`config.mk`:
```
export PLATFORM = sky130hd
export DESIGN_NAME = sdpc_top
export DESIGN_NICKNAME = d
export VERILOG_FILES = /design/src/sdpc_pkg.sv /design/src/sdpc_top.sv
export SDC_FILE = /design/constraint.sdc
export NUM_CORES = 1
export LEC_CHECK = 0
export ABC_CLOCK_PERIOD_IN_PS = 3100
export BUFFER_PORTS_ARGS = -buffer_cell sky130_fd_sc_hd__buf_2
export CORE_AREA = 8 8 126 128
export CTS_CLUSTER_DIAMETER = 50
export DETAILED_ROUTE_END_ITERATION = 6
export DIE_AREA = 0 0 134 136
export SYNTH_ARGS = -nofsm -noshare
export SYNTH_HDL_FRONTEND = slang
export SYNTH_SLANG_ARGS = --single-unit
```
`constraint.sdc`:
```
create_clock -name pclk -period 3.1 [get_ports pclk]
set_input_delay 0.31 -clock pclk [delete_from_list [all_inputs] [get_ports pclk]]
set_output_delay 0.31 -clock pclk [all_outputs]
set_load 0.01 [all_outputs]
```
`src/sdpc_pkg.sv`:
```
`default_nettype none
package sdpc_pkg;

  ////////////////////////////////////////////////////////////////////////////
  // Register map, byte addresses on APB
  localparam logic [7:0] ADDR_CTRL_A = 8'h00; // Channel A control
  localparam logic [7:0] ADDR_CTRL_B = 8'h04; // Channel B control
  localparam logic [7:0] ADDR_GLOBAL = 8'h08; // Shared control
  localparam logic [7:0] ADDR_STATUS = 8'h0C; // Read-only status

  ////////////////////////////////////////////////////////////////////////////
  // Channel control fields
  localparam int CTRL_W = 8;
  localparam int CB_CODER = 0; // Coder enable, ORed with pin
  localparam int CB_PDOWN = 1; // Register power-down
  localparam int CB_LOSEN = 2; // Loss-of-signal reporting enable
  localparam int CB_COMB = 3; // Combine general input into loss
  localparam int CB_VIEW = 4; // Two bits: what the loss pin shows
  localparam int CB_SRATE = 6; // Two bits: software rate
  localparam logic [CTRL_W-1:0] CTRL_RST = 8'h04; // Reporting on by default

  // Shared control fields
  localparam int GLB_W = 5;
  localparam int GB_PAT = 0; // Pattern test enable, ORed with pin
  localparam int GB_PSEL = 1; // Three bits: pattern choice
  localparam int GB_CLKB = 4; // Software clock-output select
  localparam logic [2:0] PAT_SEL_P31 = 3'h2; // Code of the 2^31-1 sequence
  localparam logic [GLB_W-1:0] GLB_RST = {1'b0, PAT_SEL_P31, 1'b0};

  ////////////////////////////////////////////////////////////////////////////
  // Synchronised pin vector layout
  localparam int PIN_W = 15;
  localparam int PI_CODER = 0; // Two bits
  localparam int PI_PDN = 2; // Two bits, active low
  localparam int PI_RATE_A = 4; // Three bits
  localparam int PI_RATE_B = 7; // Three bits
  localparam int PI_PAT = 10;
  localparam int PI_CLK = 11;
  localparam int PI_GPI = 12;
  localparam int PI_BELOW = 13; // Two bits, level detector
  // Power-down pins idle high so the channels start awake
  localparam logic [PIN_W-1:0] PIN_RST = 15'h000C;

  // Status word layout
  localparam int ST_LOS = 15;
  localparam int ST_PD = 17;
  localparam int ST_RATE = 19;
  localparam int ST_SRC = 23;
  localparam int ST_CLKB = 27;
  localparam int ST_PASS = 28;

  ////////////////////////////////////////////////////////////////////////////
  // Rate select codes
  typedef enum logic [2:0] {
    RS_FULL = 3'b000,
    RS_HALF = 3'b001,
    RS_QUARTER = 3'b010,
    RS_EIGHTH = 3'b011,
    RS_SOFT = 3'b100,
    RS_ARS = 3'b101,
    RS_ARS_CLK = 3'b110,
    RS_SLAVE = 3'b111
  } sdpc_rate_sel_t;

  // Serializer rate codes
  localparam logic [1:0] RATE_FULL = 2'h0;
  localparam logic [1:0] RATE_HALF = 2'h1;
  localparam logic [1:0] RATE_QUARTER = 2'h2;
  localparam logic [1:0] RATE_EIGHTH = 2'h3;

  // Where the serializer settings come from
  localparam logic [1:0] SRC_PINS = 2'h0;
  localparam logic [1:0] SRC_SOFT = 2'h1;
  localparam logic [1:0] SRC_OWN_ARS = 2'h2;
  localparam logic [1:0] SRC_PEER_ARS = 2'h3;

  // Loss pin view choices
  localparam logic [1:0] VIEW_LOSS = 2'h0;
  localparam logic [1:0] VIEW_PAT_ERR = 2'h1;
  localparam logic [1:0] VIEW_CODER = 2'h2;
  localparam logic [1:0] VIEW_ARS = 2'h3;

  ////////////////////////////////////////////////////////////////////////////
  // Whole state of the block
  typedef struct packed {
    logic [PIN_W-1:0] s1; // Sync stage 1
    logic [PIN_W-1:0] s2; // Sync stage 2
    logic [PIN_W-1:0] s3; // Sync stage 3
    logic [PIN_W-1:0] pins; // Accepted pin values
    logic [1:0][CTRL_W-1:0] ctrl; // Per-channel control
    logic [GLB_W-1:0] glb; // Shared control
    logic [1:0] coder_on;
    logic [1:0] los;
    logic [1:0] los_oe;
    logic [1:0] pdown;
    logic [1:0] pat_en;
    logic [1:0] pass;
    logic [1:0] ars_run;
    logic [1:0][1:0] rate;
    logic [1:0][1:0] src;
    logic clk_b;
    logic [2:0] pat_sel;
    logic [31:0] rdata;
    logic ready;
    logic slverr;
  } sdpc_state_t;

endpackage
`default_nettype wire

```
`src/sdpc_top.sv`:
```
// The implementer's own choices: the APB register port and the register addresses.
`default_nettype none
module sdpc_top (
  input wire logic pclk,
  input wire logic presetn,
  input wire logic psel,
  input wire logic penable,
  input wire logic pwrite,
  input wire logic [7:0] paddr,
  input wire logic [31:0] pwdata,
  input wire logic [3:0] pstrb,
  output logic [31:0] prdata,
  output logic pready,
  output logic pslverr,
  input wire logic coder_enable_chan_a,
  input wire logic coder_enable_chan_b,
  input wire logic powerdown_chan_a_n,
  input wire logic powerdown_chan_b_n,
  input wire logic [2:0] rate_select_chan_a,
  input wire logic [2:0] rate_select_chan_b,
  input wire logic pattern_test_enable,
  input wire logic clk_out_select,
  input wire logic general_input_one,
  input wire logic level_below_chan_a,
  input wire logic level_below_chan_b,
  input wire logic [1:0] pattern_error,
  input wire logic [1:0] ars_rate_chan_a,
  input wire logic [1:0] ars_rate_chan_b,
  output logic signal_lost_chan_a,
  output logic signal_lost_chan_a_oe,
  output logic signal_lost_chan_b,
  output logic signal_lost_chan_b_oe,
  output logic [1:0] coder_active,
  output logic [1:0] chan_powerdown,
  output logic [1:0] ars_enable,
  output logic [1:0] serdes_rate_chan_a,
  output logic [1:0] serdes_rate_chan_b,
  output logic [1:0] rate_source_chan_a,
  output logic [1:0] rate_source_chan_b,
  output logic clk_out_chan_b,
  output logic [1:0] pattern_gen_enable,
  output logic [2:0] pattern_select,
  output logic [1:0] pattern_pass_status
);

  ////////////////////////////////////////////////////////////////////////////
  // State
  sdpc_pkg::sdpc_state_t st_r; // Registered state
  sdpc_pkg::sdpc_state_t st_nxt; // Next state
  logic [sdpc_pkg::PIN_W-1:0] pin_raw; // Raw pins, outside the clock domain

  // Gather pins; the level detector is analog so it is synchronised too
  assign pin_raw = {level_below_chan_b, level_below_chan_a, general_input_one, clk_out_select,
                    pattern_test_enable, rate_select_chan_b, rate_select_chan_a,
                    powerdown_chan_b_n, powerdown_chan_a_n, coder_enable_chan_b, coder_enable_chan_a};

  ////////////////////////////////////////////////////////////////////////////
  // Next-state logic
  always_comb begin
    sdpc_pkg::sdpc_rate_sel_t sel [2]; // Decoded rate selects
    logic [1:0][1:0] ars_in; // Auto rate results per channel
    logic [1:0] own_ars; // Channel runs its own auto rate sense
    logic [1:0] claim; // Channel claims the clock output
    logic [1:0] slave_lock; // Slave channel with an active peer
    logic [1:0] loss; // Loss after gating
    logic [1:0] view; // Value put on the loss pin
    logic [7:0] word; // Decoded word address
    logic hit; // Address maps to a register
    logic take; // Transfer completes this edge
    integer c;
    sel[0] = sdpc_pkg::RS_FULL;
    sel[1] = sdpc_pkg::RS_FULL;
    ars_in = {ars_rate_chan_b, ars_rate_chan_a};
    own_ars = 2'h0;
    claim = 2'h0;
    slave_lock = 2'h0;
    loss = 2'h0;
    view = 2'h0;
    word = paddr;
    hit = 1'b0;
    take = 1'b0;
    st_nxt = st_r;

    // Three-stage sync; accept a bit once stages two and three agree
    st_nxt.s1 = pin_raw;
    st_nxt.s2 = st_r.s1;
    st_nxt.s3 = st_r.s2;
    for (c = 0; c < sdpc_pkg::PIN_W; c++) begin
      if (st_r.s2[c] == st_r.s3[c]) begin
        st_nxt.pins[c] = st_r.s3[c];
      end
    end

    // Rate decode from accepted pins only
    sel[0] = sdpc_pkg::sdpc_rate_sel_t'(st_r.pins[sdpc_pkg::PI_RATE_A +: 3]);
    sel[1] = sdpc_pkg::sdpc_rate_sel_t'(st_r.pins[sdpc_pkg::PI_RATE_B +: 3]);
    for (c = 0; c < 2; c++) begin
      own_ars[c] = (sel[c] == sdpc_pkg::RS_ARS) || (sel[c] == sdpc_pkg::RS_ARS_CLK);
      claim[c] = (sel[c] == sdpc_pkg::RS_ARS_CLK);
    end
    // Slave follows the peer only while the peer runs auto rate sense
    slave_lock[0] = (sel[0] == sdpc_pkg::RS_SLAVE) && own_ars[1];
    slave_lock[1] = (sel[1] == sdpc_pkg::RS_SLAVE) && own_ars[0];

    // Per-channel serializer settings and pins
    for (c = 0; c < 2; c++) begin
      unique case (sel[c])
        // Fixed rates straight from the pins
        sdpc_pkg::RS_FULL: begin
          st_nxt.rate[c] = sdpc_pkg::RATE_FULL;
          st_nxt.src[c] = sdpc_pkg::SRC_PINS;
        end
        sdpc_pkg::RS_HALF: begin
          st_nxt.rate[c] = sdpc_pkg::RATE_HALF;
          st_nxt.src[c] = sdpc_pkg::SRC_PINS;
        end
        sdpc_pkg::RS_QUARTER: begin
          st_nxt.rate[c] = sdpc_pkg::RATE_QUARTER;
          st_nxt.src[c] = sdpc_pkg::SRC_PINS;
        end
        sdpc_pkg::RS_EIGHTH: begin
          st_nxt.rate[c] = sdpc_pkg::RATE_EIGHTH;
          st_nxt.src[c] = sdpc_pkg::SRC_PINS;
        end
        // Software owns the rate
        sdpc_pkg::RS_SOFT: begin
          st_nxt.rate[c] = st_r.ctrl[c][sdpc_pkg::CB_SRATE +: 2];
          st_nxt.src[c] = sdpc_pkg::SRC_SOFT;
        end
        // Own auto rate sense, with or without clock claim
        sdpc_pkg::RS_ARS, sdpc_pkg::RS_ARS_CLK: begin
          st_nxt.rate[c] = ars_in[c];
          st_nxt.src[c] = sdpc_pkg::SRC_OWN_ARS;
        end
        // Slave: peer machine if active, else registers
        sdpc_pkg::RS_SLAVE: begin
          if (slave_lock[c]) begin
            st_nxt.rate[c] = ars_in[1 - c];
            st_nxt.src[c] = sdpc_pkg::SRC_PEER_ARS;
          end else begin
            st_nxt.rate[c] = st_r.ctrl[c][sdpc_pkg::CB_SRATE +: 2];
            st_nxt.src[c] = sdpc_pkg::SRC_SOFT;
          end
        end
      endcase
      st_nxt.ars_run[c] = own_ars[c];

      // Coder: pin ORed with register bit
      st_nxt.coder_on[c] = st_r.pins[sdpc_pkg::PI_CODER + c] | st_r.ctrl[c][sdpc_pkg::CB_CODER];

      // Power-down from the active-low pin or the register bit
      st_nxt.pdown[c] = ~st_r.pins[sdpc_pkg::PI_PDN + c] | st_r.ctrl[c][sdpc_pkg::CB_PDOWN];

      // Pattern test is shared but barred per channel at eighth rate
      st_nxt.pat_en[c] = (st_r.pins[sdpc_pkg::PI_PAT] | st_r.glb[sdpc_pkg::GB_PAT])
                         & (st_nxt.rate[c] != sdpc_pkg::RATE_EIGHTH);
      // Pass falls only for as long as the checker flags errors
      st_nxt.pass[c] = ~(st_r.pat_en[c] & pattern_error[c]);

      // Level detector, gated by the reporting enable
      loss[c] = st_r.ctrl[c][sdpc_pkg::CB_LOSEN] & st_r.pins[sdpc_pkg::PI_BELOW + c];
      // Combined mode: general input low asserts, high releases
      if (st_r.ctrl[c][sdpc_pkg::CB_COMB]) begin
        loss[c] = ~st_r.pins[sdpc_pkg::PI_GPI];
      end

      // Loss pin may carry another internal function instead
      unique case (st_r.ctrl[c][sdpc_pkg::CB_VIEW +: 2])
        sdpc_pkg::VIEW_LOSS: view[c] = loss[c];
        sdpc_pkg::VIEW_PAT_ERR: view[c] = ~st_r.pass[c];
        sdpc_pkg::VIEW_CODER: view[c] = st_r.coder_on[c];
        sdpc_pkg::VIEW_ARS: view[c] = st_r.ars_run[c];
      endcase
      st_nxt.los[c] = view[c];
      // Floats while powered down; otherwise always driven
      st_nxt.los_oe[c] = ~st_nxt.pdown[c];
    end

    // Clock output: a claiming channel wins, then a locked slave pair, then the select
    if (claim[0]) begin
      st_nxt.clk_b = 1'b0;
    end else if (claim[1]) begin
      st_nxt.clk_b = 1'b1;
    end else if (slave_lock[0]) begin
      st_nxt.clk_b = 1'b1;
    end else if (slave_lock[1]) begin
      st_nxt.clk_b = 1'b0;
    end else begin
      // Pin ORed with software bit, so the pin must sit low for software control
      st_nxt.clk_b = st_r.pins[sdpc_pkg::PI_CLK] | st_r.glb[sdpc_pkg::GB_CLKB];
    end
    st_nxt.pat_sel = st_r.glb[sdpc_pkg::GB_PSEL +: 3];

    ////////////////////////////////////////////////////////////////////////////
    // APB slave with no wait state; read data comes from a flop loaded in the setup cycle
    hit = (word == sdpc_pkg::ADDR_CTRL_A) || (word == sdpc_pkg::ADDR_CTRL_B) ||
          (word == sdpc_pkg::ADDR_GLOBAL) || (word == sdpc_pkg::ADDR_STATUS);
    take = psel & penable & st_r.ready;
    st_nxt.ready = psel & ~penable;
    st_nxt.slverr = psel & ~penable & ~hit;
    if (psel & ~penable) begin
      // Capture read data in the setup cycle
      unique case (word)
        sdpc_pkg::ADDR_CTRL_A: st_nxt.rdata = 32'(st_r.ctrl[0]);
        sdpc_pkg::ADDR_CTRL_B: st_nxt.rdata = 32'(st_r.ctrl[1]);
        sdpc_pkg::ADDR_GLOBAL: st_nxt.rdata = 32'(st_r.glb);
        sdpc_pkg::ADDR_STATUS: begin
          st_nxt.rdata = 32'h0000_0000;
          st_nxt.rdata[sdpc_pkg::PIN_W-1:0] = st_r.pins;
          st_nxt.rdata[sdpc_pkg::ST_LOS +: 2] = st_r.los;
          st_nxt.rdata[sdpc_pkg::ST_PD +: 2] = st_r.pdown;
          st_nxt.rdata[sdpc_pkg::ST_RATE +: 4] = st_r.rate;
          st_nxt.rdata[sdpc_pkg::ST_SRC +: 4] = st_r.src;
          st_nxt.rdata[sdpc_pkg::ST_CLKB] = st_r.clk_b;
          st_nxt.rdata[sdpc_pkg::ST_PASS +: 2] = st_r.pass;
        end
        default: st_nxt.rdata = 32'h0000_0000; // Unmapped reads zero
      endcase
    end
    // Writes land on the completing edge; only byte lane 0 holds bits
    if (take & pwrite & pstrb[0]) begin
      unique case (word)
        sdpc_pkg::ADDR_CTRL_A: st_nxt.ctrl[0] = pwdata[sdpc_pkg::CTRL_W-1:0];
        sdpc_pkg::ADDR_CTRL_B: st_nxt.ctrl[1] = pwdata[sdpc_pkg::CTRL_W-1:0];
        sdpc_pkg::ADDR_GLOBAL: st_nxt.glb = pwdata[sdpc_pkg::GLB_W-1:0];
        default: ; // Status is read-only, unmapped ignored
      endcase
    end
  end

  ////////////////////////////////////////////////////////////////////////////
  // State register; reset drives loss pins low and enabled
  always_ff @(posedge pclk or negedge presetn) begin
    if (!presetn) begin
      st_r <= '0;
      st_r.s1 <= sdpc_pkg::PIN_RST;
      st_r.s2 <= sdpc_pkg::PIN_RST;
      st_r.s3 <= sdpc_pkg::PIN_RST;
      st_r.pins <= sdpc_pkg::PIN_RST;
      st_r.ctrl <= {sdpc_pkg::CTRL_RST, sdpc_pkg::CTRL_RST};
      st_r.glb <= sdpc_pkg::GLB_RST;
      st_r.pat_sel <= sdpc_pkg::PAT_SEL_P31;
      st_r.pass <= 2'h3;
      st_r.los <= 2'h0;
      st_r.los_oe <= 2'h3;
    end else begin
      st_r <= st_nxt;
    end
  end

  ////////////////////////////////////////////////////////////////////////////
  // Outputs, all straight from the state register
  assign prdata = st_r.rdata;
  assign pready = st_r.ready;
  assign pslverr = st_r.slverr;
  assign signal_lost_chan_a = st_r.los[0];
  assign signal_lost_chan_a_oe = st_r.los_oe[0];
  assign signal_lost_chan_b = st_r.los[1];
  assign signal_lost_chan_b_oe = st_r.los_oe[1];
  assign coder_active = st_r.coder_on;
  assign chan_powerdown = st_r.pdown;
  assign ars_enable = st_r.ars_run;
  assign serdes_rate_chan_a = st_r.rate[0];
  assign serdes_rate_chan_b = st_r.rate[1];
  assign rate_source_chan_a = st_r.src[0];
  assign rate_source_chan_b = st_r.src[1];
  assign clk_out_chan_b = st_r.clk_b;
  assign pattern_gen_enable = st_r.pat_en;
  assign pattern_select = st_r.pat_sel;
  assign pattern_pass_status = st_r.pass;

endmodule
`default_nettype wire

```
# After elaboration in Yosys (flattened, before gate mapping)

Cells that the tools add are included.

Bits of input ports: 70
Logic and storage cells: 142
Flip-flop bits (word level): 141
Output and inout port bits: 60

Mux-type cells: 17
Reductions and logical operators: 19
Bitwise logic cells: 29
Equal/unequal tests: 40

Operators by type and width:

| kind                                                            | number |
|---|---|
| 30-bit one-hot mux with 4 select lines                          | 1 |
| 2-bit one-hot mux with 7 select lines                           | 2 |
| 3-bit == test, second input constant                            | 8 |
| 8-bit by 4-bit == test with 1-bit output, second input constant | 2 |
| 2-bit one-hot mux with 4 select lines                           | 2 |
| 1-bit == test                                                   | 15 |
| 1-bit bitwise AND                                               | 12 |
| 3-bit by 2-bit == test with 1-bit output, second input constant | 4 |
| 1-bit NOT                                                       | 11 |
| 2-bit == test, second input constant                            | 4 |
| 8-bit by 3-bit == test with 1-bit output, second input constant | 1 |
| 8-bit zero test                                                 | 1 |
| 2-bit two-way mux                                               | 4 |
| 1-bit one-hot mux with 4 select lines                           | 2 |
| 4-bit OR reduction                                              | 2 |
| 3-bit by 1-bit == test with 1-bit output, second input constant | 2 |
| 3-bit zero test                                                 | 2 |
| 1-bit two-way mux                                               | 6 |
| 1-bit OR                                                        | 6 |
| 2-bit AND reduction                                             | 3 |
| 1-bit logical OR                                                | 5 |
| 2-bit by 1-bit == test with 1-bit output, second input constant | 2 |
| 2-bit zero test                                                 | 2 |
| 2-bit != test, second input constant                            | 2 |
| other kinds (2)                                                 | 4 |

# Longest topological paths before layout

Gate-level depths: netlist of run 1.

Depth in word-level cells: 7
Depth in mapped cells: 6
Depth with buffers taken out: 5

# Least setup slack after synthesis of run 1

No wires, ideal clock.

Kind: input-to-reg
Start: input port paddr[5]
End: register st_r[73] (netlist name)
Cell stages on the path: 5
Library setup time: 0.125 ns
Arrival time: 1.940 ns
Path buffers: 0
Data required time: 2.975 ns
Path slack: 1.035 ns
Cell sequence: or4_4 nor3_4 nand4_4 nor3b_4 mux2_2

Word-level cells in the longest chain between the ends: 2

RTL lines:

| item                                     | RTL line        | source |
|---|---|---|
| start, declared                          | sdpc_top.sv:9   | `input wire logic [7:0] paddr,` |
| 8-bit by 3-bit == test with 1-bit output | sdpc_top.sv:222 | `unique case (word)` |
| 2-bit AND reduction (no line)            | -               |  |
| end signal, assigned                     | sdpc_top.sv:247 | `st_r <= st_nxt;` |
| end, declared                            | sdpc_top.sv:48  | `sdpc_pkg::sdpc_state_t st_r;` |

No other way between the ends.
A chain may end at the register's enable or synchronous reset.

# Final worst setup path of run 1

Start: input port paddr[5]
End: register st_r[78] (netlist name)

The elaborated chain is that of the path after synthesis.

==> results of run 1 <==
[power groups by stage]
stage          Sequential, mW  Clock (mW)  Combinational (mW)
2_1_floorplan            1.98           0               0.191
3_3_place_gp             2.02           0               0.263
3_5_place_dp             2.02           0               0.269
4_1_cts                  1.99        2.27               0.285
5_1_grt                  2.00        2.35               0.310
6_report                 1.99        2.22               0.279
[synth_stat cells, types with 3 or more instances]
library cell,instances,area share (%)
dfstp_2,16,7.7
mux2i_1,11,2.0
clkbuf_1,12,0.83
maj3_1,15,2.8
buf_4,53,7.3
nor2b_1,4,0.46
nor2_1,5,0.34
mux2_2,22,4.5
mux4_2,7,2.9
o21ai_0,13,1.2
inv_1,9,0.62
nand2b_1,3,0.34
dfrtp_1,123,57
nand3_1,27,2.5
a22o_1,8,1.3
a21oi_1,4,0.37
nand2_1,53,3.7
[flip-flops by register name, summed over array words and instances (netlist names), 2 cells and up]
name / flops
chan_powerdown: 2
pattern_gen_enable: 2
ars_enable: 2
rate_source_chan_a: 2
st_nxt: 33
pattern_pass_status: 2
pattern_select: 3
prdata: 30
coder_active: 2
rate_source_chan_b: 2
serdes_rate_chan_a: 2
serdes_rate_chan_b: 2
st_r: 48
[how the worst max path moves through the flow]
| stage | slack [ns] | end | cells after the start | from |
|---|---|---|---|---|
| 2_1_floorplan | 1.04 | st_r[73] | 5 | paddr[5] |
| 3_3_place_gp | 0.65 | st_r[73] | 6 | paddr[5] |
| 3_5_place_dp | 0.62 | st_r[78] | 6 | paddr[5] |
| 4_1_cts | 1.06 | st_r[78] | 6 | paddr[5] |
| 5_1_grt | 1.00 | st_r[78] | 6 | paddr[5] |
| 6_report | 1.06 | st_r[78] | 6 | paddr[5] |
[final cells by class]
| type | instances | area, sq um |
|---|---|---|
| Tap cell | 184 | 230 |
| Clock buffer | 21 | 470 |
| Timing Repair Buffer | 120 | 709 |
| Sequential cell | 139 | 3500 |
| Clock inverter | 11 | 190 |
| Inverter | 9 | 33.8 |
| Fill cell | 1268 | 7470 |
| Multi-Input combinational cell | 195 | 1440 |
[routing by layer]
| metal | vias up | global-route usage (%) | part of all wire [%] |
|---|---|---|---|
| li1 | 1483 | - | - |
| met1 | 1605 | 15.5 | 42 |
| met2 | 96 | 20.1 | 47 |
| met3 | 23 | 6.73 | 9.0 |
| met4 | 6 | 6.05 | 1.8 |
| met5 | - | 0 | 0.26 |
[worst max-delay path: cells and delay by family]
kind / cells / cell delay (ns)
buffers and inverters: 1 / 0.09
muxes: 1 / 0.40
and+or+nand+nor: 4 / 1.55
[kinds of logic after synthesis]
group | Yosys count | synth area share [%]
DFF | 139 | 64.2
and+or+nand+nor | 105 | 10.0
buffers and inverters | 79 | 9.40
muxes | 40 | 9.46
AOI/OAI and AO/OA | 31 | 3.74
adders and majority gates | 15 | 2.76
xor gates and xnor gates | 2 | 0.322
other | 1 | 0.0689
==> results.sh, run 1 <==
export IMPL_combinationalPowerShare_pct=6.2
export IMPL_finalCritPeriodShare_pct=66.0
export IMPL_die_w_um=134
export IMPL_core_sq_mm=0.0140
export IMPL_final_cell_mix="123 x dfrtp_1, 99 x buf_2, 53 x nand2_1"
export IMPL_reg2reg_slack_ns=1.30
export IMPL_drc=0
export IMPL_clockBufferDepth=2
export IMPL_path_class="in2reg"
export IMPL_crit_required_ns=3.40
export IMPL_hold_class="in2reg"
export IMPL_grt_ovfl_total=0
export IMPL_peakVddDrop_v=0.000317
export IMPL_status="complete, no violations"
export IMPL_crit_chain="buf_2 -> or4_4 -> nor3_4 -> nand4_4 -> nor3b_4 -> mux2_2"
export IMPL_place_inst=631
export IMPL_fin_skew_ns=0.00581
export IMPL_synth_distinct_cells=36
export IMPL_cts_resized=0
export IMPL_clock_sinks=139
export IMPL_diodes=0
export IMPL_switchingPower_uw=958
export IMPL_dp_hpwl_um=8050
export IMPL_nets=552
export IMPL_dieArea_sq_mm=0.0182
export IMPL_vias=3213
export IMPL_drive_gt1_share_pct=38.0
export IMPL_max_slew_margin_rel_pct=53.3
export IMPL_switching_share_pct=21.4
export IMPL_fmax_mhz=489
export IMPL_reg2reg_from="pready"
export IMPL_area_growth_pct=20.7
export IMPL_cp_slowest_cell="or4_4"
export IMPL_instances_no_fill=679
export IMPL_max_stage_delay_ns=0.55
export IMPL_clockPowerShare_pct=49.5
export IMPL_tightest_slew_ns=0.699
export IMPL_setup_worst_path_start_class="input port"
export IMPL_cts_tree="yes"
export IMPL_grt_setup_unrepaired="no"
export IMPL_intPower_mw=3.52
export IMPL_finalHoldViolations=0
export IMPL_drv_cap=0
export IMPL_cts_setup_buffers=0
export IMPL_cts_made_buffers=17
export IMPL_worstSkewPairLatency_ns=0.42
export IMPL_cts_root_buffer="clkbuf_16"
export IMPL_end_kind="register"
export IMPL_dr_pass1_iters=4
export IMPL_fin_area_sq_mm=0.00657
export IMPL_yosysSeqAreaShare_pct=64.2
export IMPL_grt_max_degree=72
export IMPL_synth_seq_cells=139
export IMPL_grt_pass1_vias=3346
export IMPL_whs_ns=0.0304
export IMPL_postRouteAntennaNets=0
export IMPL_crit_fanout=8
export IMPL_post_route_min_period_ns=2.04
export IMPL_maxSlewViolCount=0
export IMPL_synthArstFlopShare_pct=100
export IMPL_power_total_mw=4.48
export IMPL_preCtsSetupSlack_ns=0.621
export IMPL_ctsHoldBuffers=16
export IMPL_grt_antenna_before_repair=3
export IMPL_r2r_end="st_r[78]"
export IMPL_leakage_nw=3.28
export IMPL_finalSetupTns_ns=0
export IMPL_ios=130
export IMPL_die_h_um=136
export IMPL_drtIter0Drc=246
export IMPL_setup_violations=0
export IMPL_crit_arrival_ns=2.34
export IMPL_synth_edf_count=0
export IMPL_start_util_pct=38.8
export IMPL_drt_total_wl_um=11400
export IMPL_num_rows=44
export IMPL_vias_per_cell=4.73
export IMPL_synth_warning_count=0
export IMPL_portBuffers=100
export IMPL_power_density_mw_per_mm2=682
export IMPL_seq_power_share_pct=44.3
export IMPL_worst_hold_path_endpoint="pattern_pass_status[1]"
export IMPL_grt_pass1_wl_um=18400
export IMPL_setup_ws_ns=1.06
export IMPL_finish_utilization_pct=46.8
export IMPL_ff2ff_path_depth=4
export IMPL_wl_per_cell_um=16.8
export IMPL_holdCritStartpoint="pattern_error[1]"
export IMPL_gp_congestion=0.799
export IMPL_avgSynthCellArea_sq_um=13.2
export IMPL_dpl_cell_area_sq_mm=0.00575
export IMPL_syn_inst=412
export IMPL_grtUsageTotal_pct=13.3
export IMPL_mostFrequentLayoutCell="dfrtp_1"
export IMPL_netlist_area_sq_mm=0.00545
export IMPL_synth_flop_cell="dfrtp_1"
export IMPL_htree_levels=4
export IMPL_clk_pin_slew_ns=0.05
export IMPL_holdPathStages=2
(Power assumes the default switching activity.)
==> run 2, diff against run 1 <==
--- a/config.mk
+++ b/config.mk
@@ -5,7 +5,7 @@
 export SDC_FILE = /design/constraint.sdc
 export NUM_CORES = 1
 export LEC_CHECK = 0
-export ABC_CLOCK_PERIOD_IN_PS = 3100
+export ABC_CLOCK_PERIOD_IN_PS = 1900
 export BUFFER_PORTS_ARGS = -buffer_cell sky130_fd_sc_hd__buf_2
 export CORE_AREA = 8 8 126 128
 export CTS_CLUSTER_DIAMETER = 50
==> constraint.sdc (replaced) <==
create_clock -name pclk -period 1.9 [get_ports pclk]
set_input_delay 0.19 -clock pclk [delete_from_list [all_inputs] [get_ports pclk]]
set_output_delay 0.19 -clock pclk [all_outputs]
set_load 0.01 [all_outputs]
==> run 2 against run 1 <==
  * Critical path depth unchanged
  * Die area did not move
  * First-iteration DRC count fell by 39%
  * Core utilization up 0.53 points
  * Sequential cell count stayed put
  * Cell area increased by 1.1%
  * Combinational power up 76%
  * Sequential share of layout area down 0.59 points
  * Worst hold slack about the same
  * Final cell count is 1.9% higher
==> results.sh, run 2 (same netlist as run 1, synthesis figures left out) <==
export IMPL_drv_cap=0
export IMPL_fin_skew_ns=0.00783
export IMPL_r2r_end="st_nxt[36]"
export IMPL_num_rows=44
export IMPL_drive_gt1_share_pct=39.3
export IMPL_area_growth_pct=22.0
export IMPL_grtUsageMet1_pct=16.4
export IMPL_core_sq_mm=0.0140
export IMPL_setup_ws_ns=0.254
export IMPL_drt_total_wl_um=11500
export IMPL_holdPathStages=2
export IMPL_instances_no_fill=692
export IMPL_maxSlewViolCount=0
export IMPL_largest_register="st_r"
export IMPL_drtIter0Drc=149
export IMPL_cts_made_buffers=17
export IMPL_peakVddDrop_v=0.000564
export IMPL_reg2reg_from="pready"
export IMPL_dr_pass1_iters=4
export IMPL_start_util_pct=38.8
export IMPL_met2_usage_pct=20.6
export IMPL_grt_use_met3_pct=5.73
export IMPL_worstSkewPairLatency_ns=0.41
export IMPL_vias_per_cell=4.70
export IMPL_die_w_um=134
export IMPL_hold_class="in2reg"
export IMPL_drc=0
export IMPL_finalCritPeriodShare_pct=86.6
export IMPL_ctsHoldBuffers=18
export IMPL_finalHoldViolations=0
export IMPL_worst_hold_path_endpoint="st_r[78]"
export IMPL_largest_register_ff_count=48
export IMPL_ff2ff_path_depth=4
export IMPL_preCtsSetupSlack_ns=-0.185
export IMPL_seq_area_sq_mm=0.00350
export IMPL_grt_max_degree=49
export IMPL_fmax_mhz=608
export IMPL_portBuffers=100
export IMPL_ios=130
export IMPL_cts_tree="yes"
export IMPL_multi_input_area_sq_mm=0.00144
export IMPL_clock_sinks=139
export IMPL_gp_congestion=0.844
export IMPL_cts_setup_buffers=0
export IMPL_grt_ovfl_total=0
export IMPL_power_density_mw_per_mm2=1040
export IMPL_grtUsageTotal_pct=13.5
export IMPL_die_h_um=136
export IMPL_postRouteAntennaNets=0
export IMPL_grt_busiest_layer="met2"
export IMPL_holdCritStartpoint="pwdata[5]"
export IMPL_crit_required_ns=2.19
export IMPL_wl_per_cell_um=16.6
export IMPL_cts_resized=0
export IMPL_crit_arrival_ns=1.94
export IMPL_end_kind="register"
export IMPL_setup_violations=0
export IMPL_grt_antenna_before_repair=3
export IMPL_crit_fanout=5
export IMPL_fillers=1275
export IMPL_dp_hpwl_um=8350
export IMPL_final_cell_mix="123 x dfrtp_1, 99 x buf_2, 53 x nand2_1"
export IMPL_post_route_min_period_ns=1.65
export IMPL_dieArea_sq_mm=0.0182
export IMPL_vias=3255
export IMPL_status="complete, no violations"
export IMPL_setup_worst_path_start_class="input port"
export IMPL_finalSetupTns_ns=0
export IMPL_clockBufferDepth=2
export IMPL_path_class="in2reg"
export IMPL_place_inst=641
export IMPL_grt_pass1_vias=3410
export IMPL_cts_root_buffer="clkbuf_16"
export IMPL_grt_setup_unrepaired="no"
export IMPL_grt_pass1_wl_um=18800
export IMPL_leakage_nw=3.29
export IMPL_nets=564
export IMPL_clk_pin_slew_ns=0.06
export IMPL_finish_utilization_pct=47.3
export IMPL_reg2reg_slack_ns=0.31
export IMPL_power_total_mw=6.93
export IMPL_htree_levels=4
export IMPL_mostFrequentLayoutCell="dfrtp_1"
## run 2: cell types whose count changed in the layout (fill, tap and decap cells not counted), sizes merged
cell and change:
buf +10, clkinvlp +7, bufinv -3, clkbuf -3, clkinv -2, dlygate4sd3 +2
diode +1, inv +1
## run 2: cell type report
class	instances	area share [%]
well taps	184	3.46
inverters	9	0.508
repair buffers	132	12.9
multi-input cells	195	21.7
clock buffers	18	6.61
clock inverters	14	2.22
diodes	1	0.0377
flip-flops and latches	139	52.6
## run 2: routing by layer
| metal | part of all wire [%] | vias up |
|---|---|---|
| li1 | - | 1504 |
| met1 | 43 | 1616 |
| met2 | 47 | 110 |
| met3 | 7.8 | 19 |
| met4 | 1.8 | 6 |
| met5 | 0.28 | - |
## run 2: worst max-delay path by stage
stage                                 end  slack (ns)     start
global route        pattern_gen_enable[1]        0.14  st_r[85]
floorplan                        st_r[73]       -0.03  paddr[5]
CTS                            st_nxt[36]        0.25  paddr[5]
finish                         st_nxt[36]        0.25  paddr[5]
global placement                 st_r[73]       -0.15  paddr[5]
detailed placement             st_nxt[34]       -0.18  paddr[5]
## run 2: critical path, stage by stage
cell,delay [ns]
buf_2,0.10
or4_4,0.55
nor3_4,0.18
nand4_4,0.19
nor3b_4,0.35
mux2_2,0.37
## run 2: stage by stage
stage                     hold slack (ns)  area (sq um)
final                              0.0308          6650
after detailed placement            0.168          5880
after global placement              0.160          5880
after CTS                         0.00991          6640
after floorplan                    -0.106          5450
after global routing               0.0214          6640
## run 2: power by group
part | internal [mW] | switching [mW] | leakage (nW)
sequential | 3.12 | 0.107 | 1.73
combinational | 0.212 | 0.277 | 1.30
clock | 1.96 | 1.25 | 0.263
total | 5.30 | 1.63 | 3.29
==> run 3, diff against run 2 <==
--- a/config.mk
+++ b/config.mk
@@ -7,10 +7,11 @@
 export LEC_CHECK = 0
 export ABC_CLOCK_PERIOD_IN_PS = 1900
 export BUFFER_PORTS_ARGS = -buffer_cell sky130_fd_sc_hd__buf_2
-export CORE_AREA = 8 8 126 128
+export CORE_AREA = 8 8 115 117
 export CTS_CLUSTER_DIAMETER = 50
 export DETAILED_ROUTE_END_ITERATION = 6
-export DIE_AREA = 0 0 134 136
+export DIE_AREA = 0 0 123 125
+export PLACE_DENSITY = 0.73
 export SYNTH_ARGS = -nofsm -noshare
 export SYNTH_HDL_FRONTEND = slang
 export SYNTH_SLANG_ARGS = --single-unit
==> run 3 against run 2 <==
  * Global-route usage is 2.4 points higher
  * Fmax fell by 2.3%
  * Clock-buffer cell count grew 5
  * Cell area down 1.6%
  * First-iteration DRC count grew 6.7%
  * Via count grew 0.74%
  * Routed wire length fell by 1.5%
  * Core utilization increased by 9.0 points
  * Highest routed layer unchanged
  * Sequential cell count unchanged
  * Final cell count is 6.1% lower
==> results.sh, run 3 (same netlist as run 1, synthesis figures left out) <==
export IMPL_status="complete, no violations"
export IMPL_drc=0
export IMPL_cts_root_buffer="clkbuf_16"
export IMPL_end_kind="register"
export IMPL_preCtsSetupSlack_ns=-0.218
export IMPL_start_util_pct=46.9
export IMPL_grt_ovfl_total=0
export IMPL_finalCritPeriodShare_pct=88.6
export IMPL_grt_max_degree=50
export IMPL_clockBufferDepth=2
export IMPL_maxSlewViolCount=0
export IMPL_crit_arrival_ns=1.97
export IMPL_fin_area_sq_mm=0.00654
export IMPL_peakVddDrop_v=0.000701
export IMPL_die_h_um=125
export IMPL_dr_pass1_iters=5
export IMPL_grt_pass1_wl_um=18700
export IMPL_wl_per_cell_um=17.5
export IMPL_num_rows=40
export IMPL_finalSetupTns_ns=0
export IMPL_grt_pass1_vias=3576
export IMPL_setup_violations=0
export IMPL_instances_no_fill=650
export IMPL_vias=3279
export IMPL_largest_register="st_r"
export IMPL_power_density_mw_per_mm2=1030
export IMPL_whs_ns=0.0398
export IMPL_die_w_um=123
export IMPL_core_sq_mm=0.0116
export IMPL_htree_levels=4
export IMPL_final_cell_mix="123 x dfrtp_1, 99 x buf_2, 53 x nand2_1"
export IMPL_holdCritStartpoint="pwdata[7]"
export IMPL_place_inst=600
export IMPL_nets=560
export IMPL_cts_resized=0
export IMPL_worstSetupStartpoint="paddr[5]"
export IMPL_path_class="in2reg"
export IMPL_finish_utilization_pct=56.3
export IMPL_crit_fanout=8
export IMPL_gp_congestion=0.795
export IMPL_tightest_slew_ns=0.715
export IMPL_grt_antenna_before_repair=2
export IMPL_portBuffers=100
export IMPL_post_route_min_period_ns=1.68
export IMPL_reg2reg_slack_ns=0.29
export IMPL_worstSkewPairLatency_ns=0.40
export IMPL_setup_ws_ns=0.216
export IMPL_grtUsageTotal_pct=15.9
export IMPL_cts_made_buffers=17
export IMPL_clk_pin_slew_ns=0.05
export IMPL_drv_cap=0
export IMPL_cts_tree="yes"
export IMPL_largest_register_ff_count=48
export IMPL_mostFrequentLayoutCell="dfrtp_1"
export IMPL_postRouteAntennaNets=0
export IMPL_fmax_mhz=594
export IMPL_power_total_mw=6.75
export IMPL_drt_total_wl_um=11300
export IMPL_dp_hpwl_um=8010
export IMPL_ios=130
export IMPL_vias_per_cell=5.04
export IMPL_dpl_cell_area_sq_mm=0.00580
export IMPL_dieArea_sq_mm=0.0154
export IMPL_grt_setup_unrepaired="no"
export IMPL_area_growth_pct=20.1
export IMPL_drtIter0Drc=159
export IMPL_fin_skew_ns=0.00666
export IMPL_cts_setup_buffers=0
export IMPL_leakage_nw=3.29
export IMPL_reg2reg_from="pready"
export IMPL_clock_sinks=139
export IMPL_max_slew_margin_rel_pct=52.3
export IMPL_hold_class="in2reg"
export IMPL_crit_required_ns=2.18
export IMPL_finalHoldViolations=0
export IMPL_setup_worst_path_start_class="input port"
export IMPL_drive_gt1_share_pct=38.2
run 3: final timing paths:
check / endpoint / cells after the start
max: st_r[78] / 7
min: st_r[80] / 2
max reg2reg: st_r[78] / 5
min reg2reg: st_nxt[109] / 0
max in group asynchronous: signal_lost_chan_a_oe / 3
min in group asynchronous: st_nxt[118] / 2
run 3: critical path: stages:
cell	delay [ns]
buf_2	0.09
or4_4	0.55
nor3_4	0.19
nand4_4	0.20
nor3b_4	0.25
buf_12	0.15
mux2_2	0.33
run 3: where the power goes:
part	switching, mW	internal [mW]
registers	0.106	3.12
logic	0.277	0.207
clock network	1.12	1.91
run 3: repair_timing:
item	in CTS	in global routing
setup endpoints to repair	0	0
hold buffers	18	0
hold endpoints to repair	62	0
run 3: cell type report:
type / count / area, sq um
tap: 147 / 184
antenna: 1 / 2.50
clock buffer: 23 / 488
fill: 931 / 5070
multi-input combinational: 195 / 1440
clock inverter: 8 / 67.6
inverter: 9 / 33.8
sequential: 139 / 3500
timing repair buffer: 128 / 825
run 3: per-layer routing:
layer  global-route usage [%]  up-vias  part of all wire, %
met4                     6.66        4                  2.1
met3                     6.35       24                  8.7
li1                         -     1507                    -
met1                     18.3     1634                   40
met2                     25.6      110                   49
met5                        0        -                 0.14
